File: src/design/ctim_pkg.sv
// Purpose: shared constants and types for the three-channel compact 10-bit timer
// Assumes: byte-wide timer registers, one per aligned 32-bit AHB-Lite word
// Notes: each timer channel occupies a 32-byte window; channel index is haddr[6:5]
package ctim_pkg;

   // ==========================================================
   // address map
   localparam int NUM_TIMERS = 3;
   localparam int CH_LSB = 5;
   localparam logic [4:0] OFF_CTRL0 = 5'h00;
   localparam logic [4:0] OFF_CTRL1 = 5'h04;
   localparam logic [4:0] OFF_CNT_LO = 5'h08;
   localparam logic [4:0] OFF_CNT_HI = 5'h0c;
   localparam logic [4:0] OFF_CMPA_LO = 5'h10;
   localparam logic [4:0] OFF_CMPA_HI = 5'h14;
   localparam logic [4:0] OFF_FLAGS = 5'h18;

   // ==========================================================
   // reset values
   localparam logic [7:0] CTRL0_RST = 8'h00;
   localparam logic [7:0] CTRL1_RST = 8'h00;
   localparam logic [9:0] CNT_RST = 10'h000;
   localparam logic [9:0] CMPA_RST = 10'h000;
   localparam logic [7:0] BUF_RST = 8'h00;

   // ==========================================================
   // field codes
   localparam logic [2:0] CLK_SYS_DIV4 = 3'h0;
   localparam logic [2:0] CLK_SYS = 3'h1;
   localparam logic [2:0] CLK_H_DIV16 = 3'h2;
   localparam logic [2:0] CLK_H_DIV64 = 3'h3;
   localparam logic [2:0] CLK_SUB_A = 3'h4;
   localparam logic [2:0] CLK_SUB_B = 3'h5;
   localparam logic [1:0] MODE_CMP = 2'h0;
   localparam logic [1:0] MODE_PWM = 2'h2;
   localparam logic [1:0] MODE_TMR = 2'h3;
   localparam logic [1:0] ACT_NONE = 2'h0;
   localparam logic [1:0] ACT_LOW = 2'h1;
   localparam logic [1:0] ACT_HIGH = 2'h2;
   localparam logic [1:0] ACT_TOGGLE = 2'h3;
   localparam logic [1:0] PWM_INACTIVE = 2'h0;
   localparam logic [1:0] PWM_ACTIVE = 2'h1;
   localparam logic [1:0] PWM_RUN = 2'h2;
   localparam int PERIOD_LSB = 7;

   // ==========================================================
   // prescaler terminal counts
   localparam logic [1:0] SYS_DIV4_LAST = 2'h3;
   localparam logic [5:0] H_DIV16_LAST = 6'h0f;
   localparam logic [5:0] H_DIV64_LAST = 6'h3f;

   // ==========================================================
   // types
   typedef struct packed {
      logic pause;
      logic [2:0] clk_sel;
      logic on;
      logic [2:0] period;
   } ctim_ctrl0_t;

   typedef struct packed {
      logic [1:0] mode;
      logic [1:0] act;
      logic init_level;
      logic invert;
      logic role_swap;
      logic clr_src;
   } ctim_ctrl1_t;

   typedef struct packed {
      logic sys_div4;
      logic h_div16;
      logic h_div64;
      logic sub;
   } ctim_ticks_t;

   typedef struct packed {
      logic wr;
      logic rd;
      logic [4:0] off;
      logic [7:0] wdata;
   } ctim_acc_t;

   typedef struct packed {
      ctim_ctrl0_t ctrl0;
      ctim_ctrl1_t ctrl1;
      logic [9:0] cnt;
      logic [9:0] cmpa;
      logic [7:0] buff;
      logic flag_a;
      logic flag_p;
      logic level;
      logic pin;
   } ctim_core_t;

   typedef enum logic [1:0] {PH_IDLE, PH_WRITE, PH_RDWAIT, PH_RDDONE} ctim_phase_t;

   typedef struct packed {
      ctim_phase_t phase;
      logic [7:0] addr;
      logic [31:0] hrdata;
      logic [1:0] div4;
      logic [5:0] hdiv;
   } ctim_top_t;

endpackage

File: src/design/ctim_timer.sv
// Purpose: three compact 10-bit timers behind an AHB-Lite slave
// Assumes: high_tick and sub_tick are one-cycle pulses synchronous to hclk
// Notes: writes take no wait state, reads take one
// Overview of operation
// - three identical independent timer channels
// - 10-bit up-counter advances on selected tick
// - clock select picks sys/4, sys, h/16, h/64, sub
// - pause holds the count, resume continues
// - on rising clears and starts; falling holds
// - on rising forces pin to initial level, except in timer mode
// - software cannot load the counter directly
// - comparator P checks counter bits 9..7
// - period code zero wraps by overflow
// - comparator A checks all ten bits
// - separate A and P match requests
// - clear source zero clears on P or overflow, outside pwm mode (pwm uses role swap)
// - inverted pin always mirrors true pin
// - compare mode drives pin high, low, toggle
// - low byte buffered until high byte write
// - high byte read latches low byte
// - counter read-only, compare A read-write
// - mode select: compare, pwm, timer
// - clear source one clears on A, no P, outside pwm mode (pwm uses role swap)
// - pin action code on A match
// - pwm active level and pin inversion
`timescale 1ns/1ps

// ==========================================================
// one timer channel
module ctim_core (
   input wire logic hclk,
   input wire logic hresetn,
   input wire ctim_pkg::ctim_ticks_t ticks,
   input wire ctim_pkg::ctim_acc_t acc,
   input wire logic sel,
   output logic [7:0] rdata,
   output logic match_a_flag,
   output logic match_p_flag,
   output logic timer_out,
   output logic timer_out_n
);
   ctim_pkg::ctim_core_t q;
   ctim_pkg::ctim_core_t d;
   logic tick;
   logic start;
   logic [10:0] nxt;
   logic a_hit;
   logic p_hit;
   logic pwm;
   logic clr_on_a;
   logic clear;
   logic duty_on;
   logic [9:0] p_full;

   // ==========================================================
   // register read mux, no side effect here
   always_comb begin
      case (acc.off)
         ctim_pkg::OFF_CTRL0: rdata = q.ctrl0;
         ctim_pkg::OFF_CTRL1: rdata = q.ctrl1;
         ctim_pkg::OFF_CNT_LO: rdata = q.buff;
         ctim_pkg::OFF_CNT_HI: rdata = {6'h00, q.cnt[9:8]};
         ctim_pkg::OFF_CMPA_LO: rdata = q.buff;
         ctim_pkg::OFF_CMPA_HI: rdata = {6'h00, q.cmpa[9:8]};
         ctim_pkg::OFF_FLAGS: rdata = {6'h00, q.flag_p, q.flag_a};
         default: rdata = 8'h00;
      endcase
   end

   // ==========================================================
   // next state
   always_comb begin
      d = q;
      start = 1'b0;
      case (q.ctrl0.clk_sel)
         ctim_pkg::CLK_SYS_DIV4: tick = ticks.sys_div4;
         ctim_pkg::CLK_SYS: tick = 1'b1;
         ctim_pkg::CLK_H_DIV16: tick = ticks.h_div16;
         ctim_pkg::CLK_H_DIV64: tick = ticks.h_div64;
         ctim_pkg::CLK_SUB_A: tick = ticks.sub;
         ctim_pkg::CLK_SUB_B: tick = ticks.sub;
         default: tick = 1'b0;
      endcase
      nxt = {1'b0, q.cnt} + 11'h001;
      p_full = {q.ctrl0.period, 7'h00};
      a_hit = (q.cmpa != 10'h000) && (nxt == {1'b0, q.cmpa});
      if (q.ctrl0.period != 3'h0) begin
         p_hit = (nxt == {1'b0, p_full});
      end else begin
         p_hit = nxt[10];
      end
      pwm = (q.ctrl1.mode == ctim_pkg::MODE_PWM);
      clr_on_a = pwm ? q.ctrl1.role_swap : q.ctrl1.clr_src;
      clear = clr_on_a ? a_hit : p_hit;

      // bus writes; the counter itself has no write path
      if (acc.wr && sel) begin
         case (acc.off)
            ctim_pkg::OFF_CTRL0: begin
               d.ctrl0 = ctim_pkg::ctim_ctrl0_t'(acc.wdata);
               start = acc.wdata[3] && !q.ctrl0.on;
            end
            ctim_pkg::OFF_CTRL1: begin
               d.ctrl1 = ctim_pkg::ctim_ctrl1_t'(acc.wdata);
            end
            ctim_pkg::OFF_CMPA_LO: begin
               d.buff = acc.wdata;
            end
            ctim_pkg::OFF_CMPA_HI: begin
               d.cmpa = {acc.wdata[1:0], q.buff};
            end
            ctim_pkg::OFF_FLAGS: begin
               // write one to clear; a same-cycle match below wins
               if (acc.wdata[0]) begin
                  d.flag_a = 1'b0;
               end
               if (acc.wdata[1]) begin
                  d.flag_p = 1'b0;
               end
            end
            default: begin
            end
         endcase
      end

      // high byte reads latch the low byte into the shared buffer
      if (acc.rd && sel) begin
         case (acc.off)
            ctim_pkg::OFF_CNT_HI: d.buff = q.cnt[7:0];
            ctim_pkg::OFF_CMPA_HI: d.buff = q.cmpa[7:0];
            default: begin
            end
         endcase
      end

      if (start) begin
         d.cnt = ctim_pkg::CNT_RST;
         if (q.ctrl1.mode != ctim_pkg::MODE_TMR) begin
            d.level = q.ctrl1.init_level;
         end
      end else if (q.ctrl0.on && !q.ctrl0.pause && tick) begin
         d.cnt = clear ? 10'h000 : nxt[9:0];
         if (a_hit) begin
            d.flag_a = 1'b1;
         end
         if (p_hit && (pwm || !q.ctrl1.clr_src)) begin
            d.flag_p = 1'b1;
         end
         if (a_hit && q.ctrl1.mode == ctim_pkg::MODE_CMP) begin
            case (q.ctrl1.act)
               ctim_pkg::ACT_LOW: d.level = 1'b0;
               ctim_pkg::ACT_HIGH: d.level = 1'b1;
               ctim_pkg::ACT_TOGGLE: d.level = !q.level;
               default: d.level = q.level;
            endcase
         end
      end

      // edge-aligned pwm: duty register sets how long the level is active
      duty_on = q.ctrl1.role_swap ? (q.cnt < p_full) : (q.cnt < q.cmpa);
      if (pwm && q.ctrl0.on && !start) begin
         case (q.ctrl1.act)
            ctim_pkg::PWM_INACTIVE: d.level = !q.ctrl1.init_level;
            ctim_pkg::PWM_ACTIVE: d.level = q.ctrl1.init_level;
            ctim_pkg::PWM_RUN: d.level = duty_on ? q.ctrl1.init_level : !q.ctrl1.init_level;
            default: d.level = !q.ctrl1.init_level;
         endcase
      end

      // inversion ignored in timer mode, where the pin has no meaning
      d.pin = d.level ^ (q.ctrl1.invert && q.ctrl1.mode != ctim_pkg::MODE_TMR);
   end

   // ==========================================================
   // state register
   always_ff @(posedge hclk or negedge hresetn) begin
      if (!hresetn) begin
         q.ctrl0 <= ctim_pkg::ctim_ctrl0_t'(ctim_pkg::CTRL0_RST);
         q.ctrl1 <= ctim_pkg::ctim_ctrl1_t'(ctim_pkg::CTRL1_RST);
         q.cnt <= ctim_pkg::CNT_RST;
         q.cmpa <= ctim_pkg::CMPA_RST;
         q.buff <= ctim_pkg::BUF_RST;
         q.flag_a <= 1'b0;
         q.flag_p <= 1'b0;
         q.level <= 1'b0;
         q.pin <= 1'b0;
      end else begin
         q <= d;
      end
   end

   assign match_a_flag = q.flag_a;
   assign match_p_flag = q.flag_p;
   assign timer_out = q.pin;
   assign timer_out_n = !q.pin;

endmodule // ctim_core

// ==========================================================
// bus slave, shared prescalers and the three channels
module ctim_timer (
   input wire logic hclk,
   input wire logic hresetn,
   input wire logic hsel,
   input wire logic [31:0] haddr,
   input wire logic [1:0] htrans,
   input wire logic hwrite,
   input wire logic [2:0] hsize,
   input wire logic [31:0] hwdata,
   input wire logic hready,
   output logic hreadyout,
   output logic hresp,
   output logic [31:0] hrdata,
   input wire logic high_tick,
   input wire logic sub_tick,
   output logic [2:0] timer_out,
   output logic [2:0] timer_out_n,
   output logic [2:0] match_a_flag,
   output logic [2:0] match_p_flag
);
   ctim_pkg::ctim_top_t q;
   ctim_pkg::ctim_top_t d;
   ctim_pkg::ctim_ticks_t ticks;
   ctim_pkg::ctim_acc_t acc;
   logic [7:0] rdata [ctim_pkg::NUM_TIMERS];
   logic [1:0] ch;
   logic [7:0] rsel;
   logic take;

   // ==========================================================
   // prescaled ticks, shared by all channels
   always_comb begin
      ticks.sys_div4 = (q.div4 == ctim_pkg::SYS_DIV4_LAST);
      ticks.h_div16 = high_tick && (q.hdiv[3:0] == ctim_pkg::H_DIV16_LAST[3:0]);
      ticks.h_div64 = high_tick && (q.hdiv == ctim_pkg::H_DIV64_LAST);
      ticks.sub = sub_tick;
   end

   // ==========================================================
   // access decode; reads wait one cycle so a preceding write is visible
   always_comb begin
      ch = q.addr[6:5];
      acc.wr = (q.phase == ctim_pkg::PH_WRITE);
      acc.rd = (q.phase == ctim_pkg::PH_RDWAIT);
      acc.off = q.addr[4:0];
      acc.wdata = hwdata[7:0];
      rsel = 8'h00;
      for (int i = 0; i < ctim_pkg::NUM_TIMERS; i++) begin
         if (ch == i[1:0]) begin
            rsel = rdata[i];
         end
      end
   end

   always_comb begin
      d = q;
      take = hsel && htrans[1] && hready;
      d.div4 = q.div4 + 2'h1;
      d.hdiv = high_tick ? q.hdiv + 6'h01 : q.hdiv;
      case (q.phase)
         ctim_pkg::PH_RDWAIT: begin
            d.hrdata = {24'h000000, rsel};
            d.phase = ctim_pkg::PH_RDDONE;
         end
         default: begin
            d.phase = ctim_pkg::PH_IDLE;
         end
      endcase
      if (take && q.phase != ctim_pkg::PH_RDWAIT) begin
         d.addr = haddr[7:0];
         d.phase = hwrite ? ctim_pkg::PH_WRITE : ctim_pkg::PH_RDWAIT;
      end
   end

   always_ff @(posedge hclk or negedge hresetn) begin
      if (!hresetn) begin
         q.phase <= ctim_pkg::PH_IDLE;
         q.addr <= 8'h00;
         q.hrdata <= 32'h00000000;
         q.div4 <= 2'h0;
         q.hdiv <= 6'h00;
      end else begin
         q <= d;
      end
   end

   assign hreadyout = (q.phase != ctim_pkg::PH_RDWAIT);
   assign hresp = 1'b0;
   assign hrdata = q.hrdata;

   // ==========================================================
   // channels
   for (genvar g = 0; g < ctim_pkg::NUM_TIMERS; g++) begin : g_ch
      ctim_core u_core (
         .hclk(hclk),
         .hresetn(hresetn),
         .ticks(ticks),
         .acc(acc),
         .sel(ch == 2'(g)),
         .rdata(rdata[g]),
         .match_a_flag(match_a_flag[g]),
         .match_p_flag(match_p_flag[g]),
         .timer_out(timer_out[g]),
         .timer_out_n(timer_out_n[g])
      );
   end

endmodule // ctim_timer

File: config.mk
export PLATFORM = sky130hd
export DESIGN_NAME = ctim_timer
export DESIGN_NICKNAME = d
export VERILOG_FILES = /design/src/design/ctim_pkg.sv /design/src/design/ctim_timer.sv
export SDC_FILE = /design/constraint.sdc
export NUM_CORES = 1
export LEC_CHECK = 0
export BUFFER_PORTS_ARGS = -buffer_cell sky130_fd_sc_hd__buf_2
export CORE_UTILIZATION = 25
export DETAILED_ROUTE_END_ITERATION = 10
export GPL_TIMING_DRIVEN = 1
export PLACE_DENSITY = 0.49
export SYNTH_ARGS = -nofsm -noshare
export SYNTH_HDL_FRONTEND = slang
export SYNTH_SLANG_ARGS = --single-unit
File: constraint.sdc
create_clock -name hclk -period 3.6 [get_ports hclk]
set_input_delay 0.72 -clock hclk [delete_from_list [all_inputs] [get_ports hclk]]
set_output_delay 0.72 -clock hclk [all_outputs]
set_load 0.005 [all_outputs]
==> summary.txt <==
Worst setup path
  • Crit path DAT: 3580 ps
  • RR Startpoint: g_ch[0].u_core.q[24]
  • Startpoint Class: register
  • Max stage delay on crit path: 640 ps
  • Critical path endpoint category: register
  • Critical Path Fanout Max: 13
  • Critical Path Start: g_ch[0].u_core.q[24]
  • Required @ worst endpoint: 3920 ps
  • Cells along the critical path: nand3_1 -> or4_1 -> o211a_1 -> nor4_1 -> nand3_1 -> nor4_1 -> a21oi_1 -> nor3_1 -> xnor2_1
  • Family with the most delay on the worst path: simple AND/OR/NAND/NOR gates
  • R2R setup slack: 340 ps
  • CP max-delay cell: dfrtp_1
  • Critical path class: reg2reg
  • FF-to-FF End: g_ch[0].u_core.timer_out
  • Worst-case reg-to-reg path depth: 9
  • CP Buf/Inv Count: 0

Routing
  • Top layer in use: met4
  • Drt drc: 0
  • Post-Route WL: 33300 um
  • Number of vias per cell: 5.10
  • Iter 0 DRT Violations: 651
  • WL met1: 16000 um
  • DR vias: 9243
  • Pre-Repair DR Iteration Count: 5
  • Antenna-violating nets left: 0
  • Total length of routed met2 wires: 15400 um
  • Met3 Wirelength: 1460 um
  • Drt wl/cell: 18.4 um

Pwr
  • Power per cell area: 661 nW/um^2
  • Leak: 5.39 nW
  • Peak supply drop: 0.260 mV

Synthesis
  • Syn Std Cell Area: 11300 sq um
  • Async S/R FF share, synth: 100%
  • Share of the synthesized area in the top cell type: 37.6%
  • Synth area leaders: dfrtp_1, mux2_2, ha_1
  • Yosys warnings: 0
  • Top cell type by total area after synthesis: dfrtp_1
  • Syn Area/Cell: 9.43 sq um
  • Post-synth EDFFs: 0
  • Ys flop type: dfrtp_1
  • Synth unique cells: 82
  • Number of synthesized register bits: 169
  • Register area share after synthesis: 37.6%
  • Post-Syn Instances: 1194

Cells and area
  • Area grow syn2layout: 11.9%
  • Most common cell after layout, fill and taps aside: dfrtp_1
  • Layout cells sized above 1: 17.9%
  • Fillcell total: 4745
  • Nets: 1333
  • Layout Cells excl Fill: 1813
  • Reg area: 4230 sq um
  • Design Area, Final: 12600 sq um
  • Commonest non-fill, non-tap cells in the layout: dfrtp_1, nand2_1, mux2_2
  • Multi-input gate area: 6270 sq um

Die
  • Die Span Y: 214 um
  • Die ar.: 45900 sq um
  • Area of the core: 44300 sq um
  • Initial Utilization: 25.4%
  • Die Width: 214 um
  • Std-Cell Rows: 77
  • I/O Pins: 122

Placement
  • DP Worst Slack: 258 ps
  • Buffers added on ports: 43
  • RD Place Congestion: 0.852
  • Placed cell count: 1780
  • Cell Area, Placed: 12000 sq um
  • Post-DP HPWL: 24200 um

Global route
  • Vias in the first global route: 8925
  • Largest net degree at the start of global routing: 83
  • Initial antenna violation count: 1
  • Grt ovf: 0
  • First-pass GRT wire length: 53000 um
  • GRT Overall Usage: 14.6%

CTS
  • Worst-Skew Late Latency: 440 ps
  • Post-CTS setup repair buffer count: 0
  • Hold buffer count at CTS: 0
  • Post-cts sizing count: 0
  • Root Buffer: clkbuf_16
  • CTS clk-pin slew, worst paths: 70 ps
  • Clock tree buffer depth: 2
  • Cts bufs inserted: 17
  • TritonCTS clock tree: yes
  • CTS Sinks: 169
  • H-tree depth: 4

Hold path
  • HP Class: in2async

Timing
  • Tmin final: 3260 ps
  • Fmax: 307 MHz
  • RSZ-0062 raised after global routing: false
  • Final Setup Violations: 0
  • Share of the clock period used by the worst path: 90.6%
  • Setup Skew: 7.98 ps
  • Fin Hold WS: 299 ps
  • Relative slew margins: 40.3%
  • Final Max Tran Viols: 0
  • Final setup margin: 339 ps
  • Measured slew at the worst slew-check pin: 891 ps
  • Setup TNS: 0 ps
  • Final Hold Vio Count: 0

Status
  • Run status: complete, no violations

Flow run
  • Max-cap violations: 0
-- logic make-up (layout without fill, tap and decap cells) --
group,Yosys count,after routing,share of synthesized area [%]
multiplexers,116,116,11.3
other,1,26,0.0333
flip-flops,169,169,37.6
AND/OR/NAND/NOR,329,329,15.1
buffers and inverters,181,183,7.81
adder cells (fa/ha/maj),51,51,5.64
AO/OA/AOI/OAI,304,304,19.1
XOR/XNOR,43,43,3.48
-- synthesized netlist by cell type, drive strengths merged, types with 4 or more instances --
| cell type | number |
|---|---|
| a222oi | 10 |
| dfrtp | 169 |
| a21oi | 43 |
| or4 | 4 |
| nand3 | 40 |
| mux2 | 86 |
| o21a | 6 |
| nor3 | 23 |
| a21o | 15 |
| and3 | 10 |
| clkbuf | 40 |
| inv | 72 |
| nand2b | 21 |
| o21ai | 52 |
| o31a | 4 |
| a211oi | 13 |
| nand2 | 95 |
| o22ai | 36 |
| or2 | 4 |
| o211ai | 8 |
| nor4 | 18 |
| nand4 | 19 |
| nor2b | 13 |
| and4 | 5 |
| xnor2 | 26 |
| a22oi | 39 |
| a211o | 10 |
| or3 | 10 |
| ha | 50 |
| mux2i | 30 |
| xor2 | 16 |
| o2111ai | 5 |
| buf | 69 |
| a2111oi | 4 |
| a22o | 10 |
| nor2 | 54 |
| a31oi | 10 |
-- registers in the layout, summed over array words and instances (netlist names) --
| signal | flops |
|---|---|
| g_ch.u_core.q | 126 |
| q | 10 |
| g_ch.u_core.p_full | 9 |
| hrdata | 8 |
| acc | 5 |
| g_ch.u_core.match_a_flag | 3 |
| g_ch.u_core.match_p_flag | 3 |
| g_ch.u_core.timer_out | 3 |
| ch | 2 |
-- how the worst max path moves through the flow --
stage / to / depth (start not counted)
floorplan: g_ch[2].u_core.timer_out / 11
global route: g_ch[0].u_core.timer_out / 9
finish: g_ch[0].u_core.timer_out / 9
detailed placement: g_ch[0].u_core.timer_out / 10
global placement: g_ch[0].u_core.timer_out / 10
CTS: g_ch[0].u_core.timer_out / 10
-- power by group --
group	internal (W)	total (W)	switching, W
logic	0.00145	0.00312	0.00167
clock network	0.00103	0.00186	0.000835
registers	0.00251	0.00334	0.000835
-- through the flow --
step / power [W] / utilization [%]
2_1_floorplan: 0.00547 / -
3_3_place_gp: 0.00643 / 27.1
3_5_place_dp: 0.00648 / 27.1
4_1_cts: 0.00840 / 28.4
5_1_grt: 0.00892 / 28.4
6_report: 0.00832 / 28.4
-- per-layer routing --
layer | global-route usage [%] | vias up
met5 | 0 | -
met4 | 3.71 | 0
met3 | 2.41 | 28
met2 | 23.0 | 237
met1 | 20.7 | 4607
li1 | - | 4371
-- area by class of cell --
type                    count  share of cell area [%]
clock inverters            14                    1.17
well taps                 592                    5.88
flip-flops and latches    169                    33.6
inverters                  72                    2.15
diodes                      1                  0.0199
clock buffers              18                    3.41
repair buffers             79                    4.02
multi-input cells         868                    49.8
No activity file was read; power rests on OpenSTA's default activity.
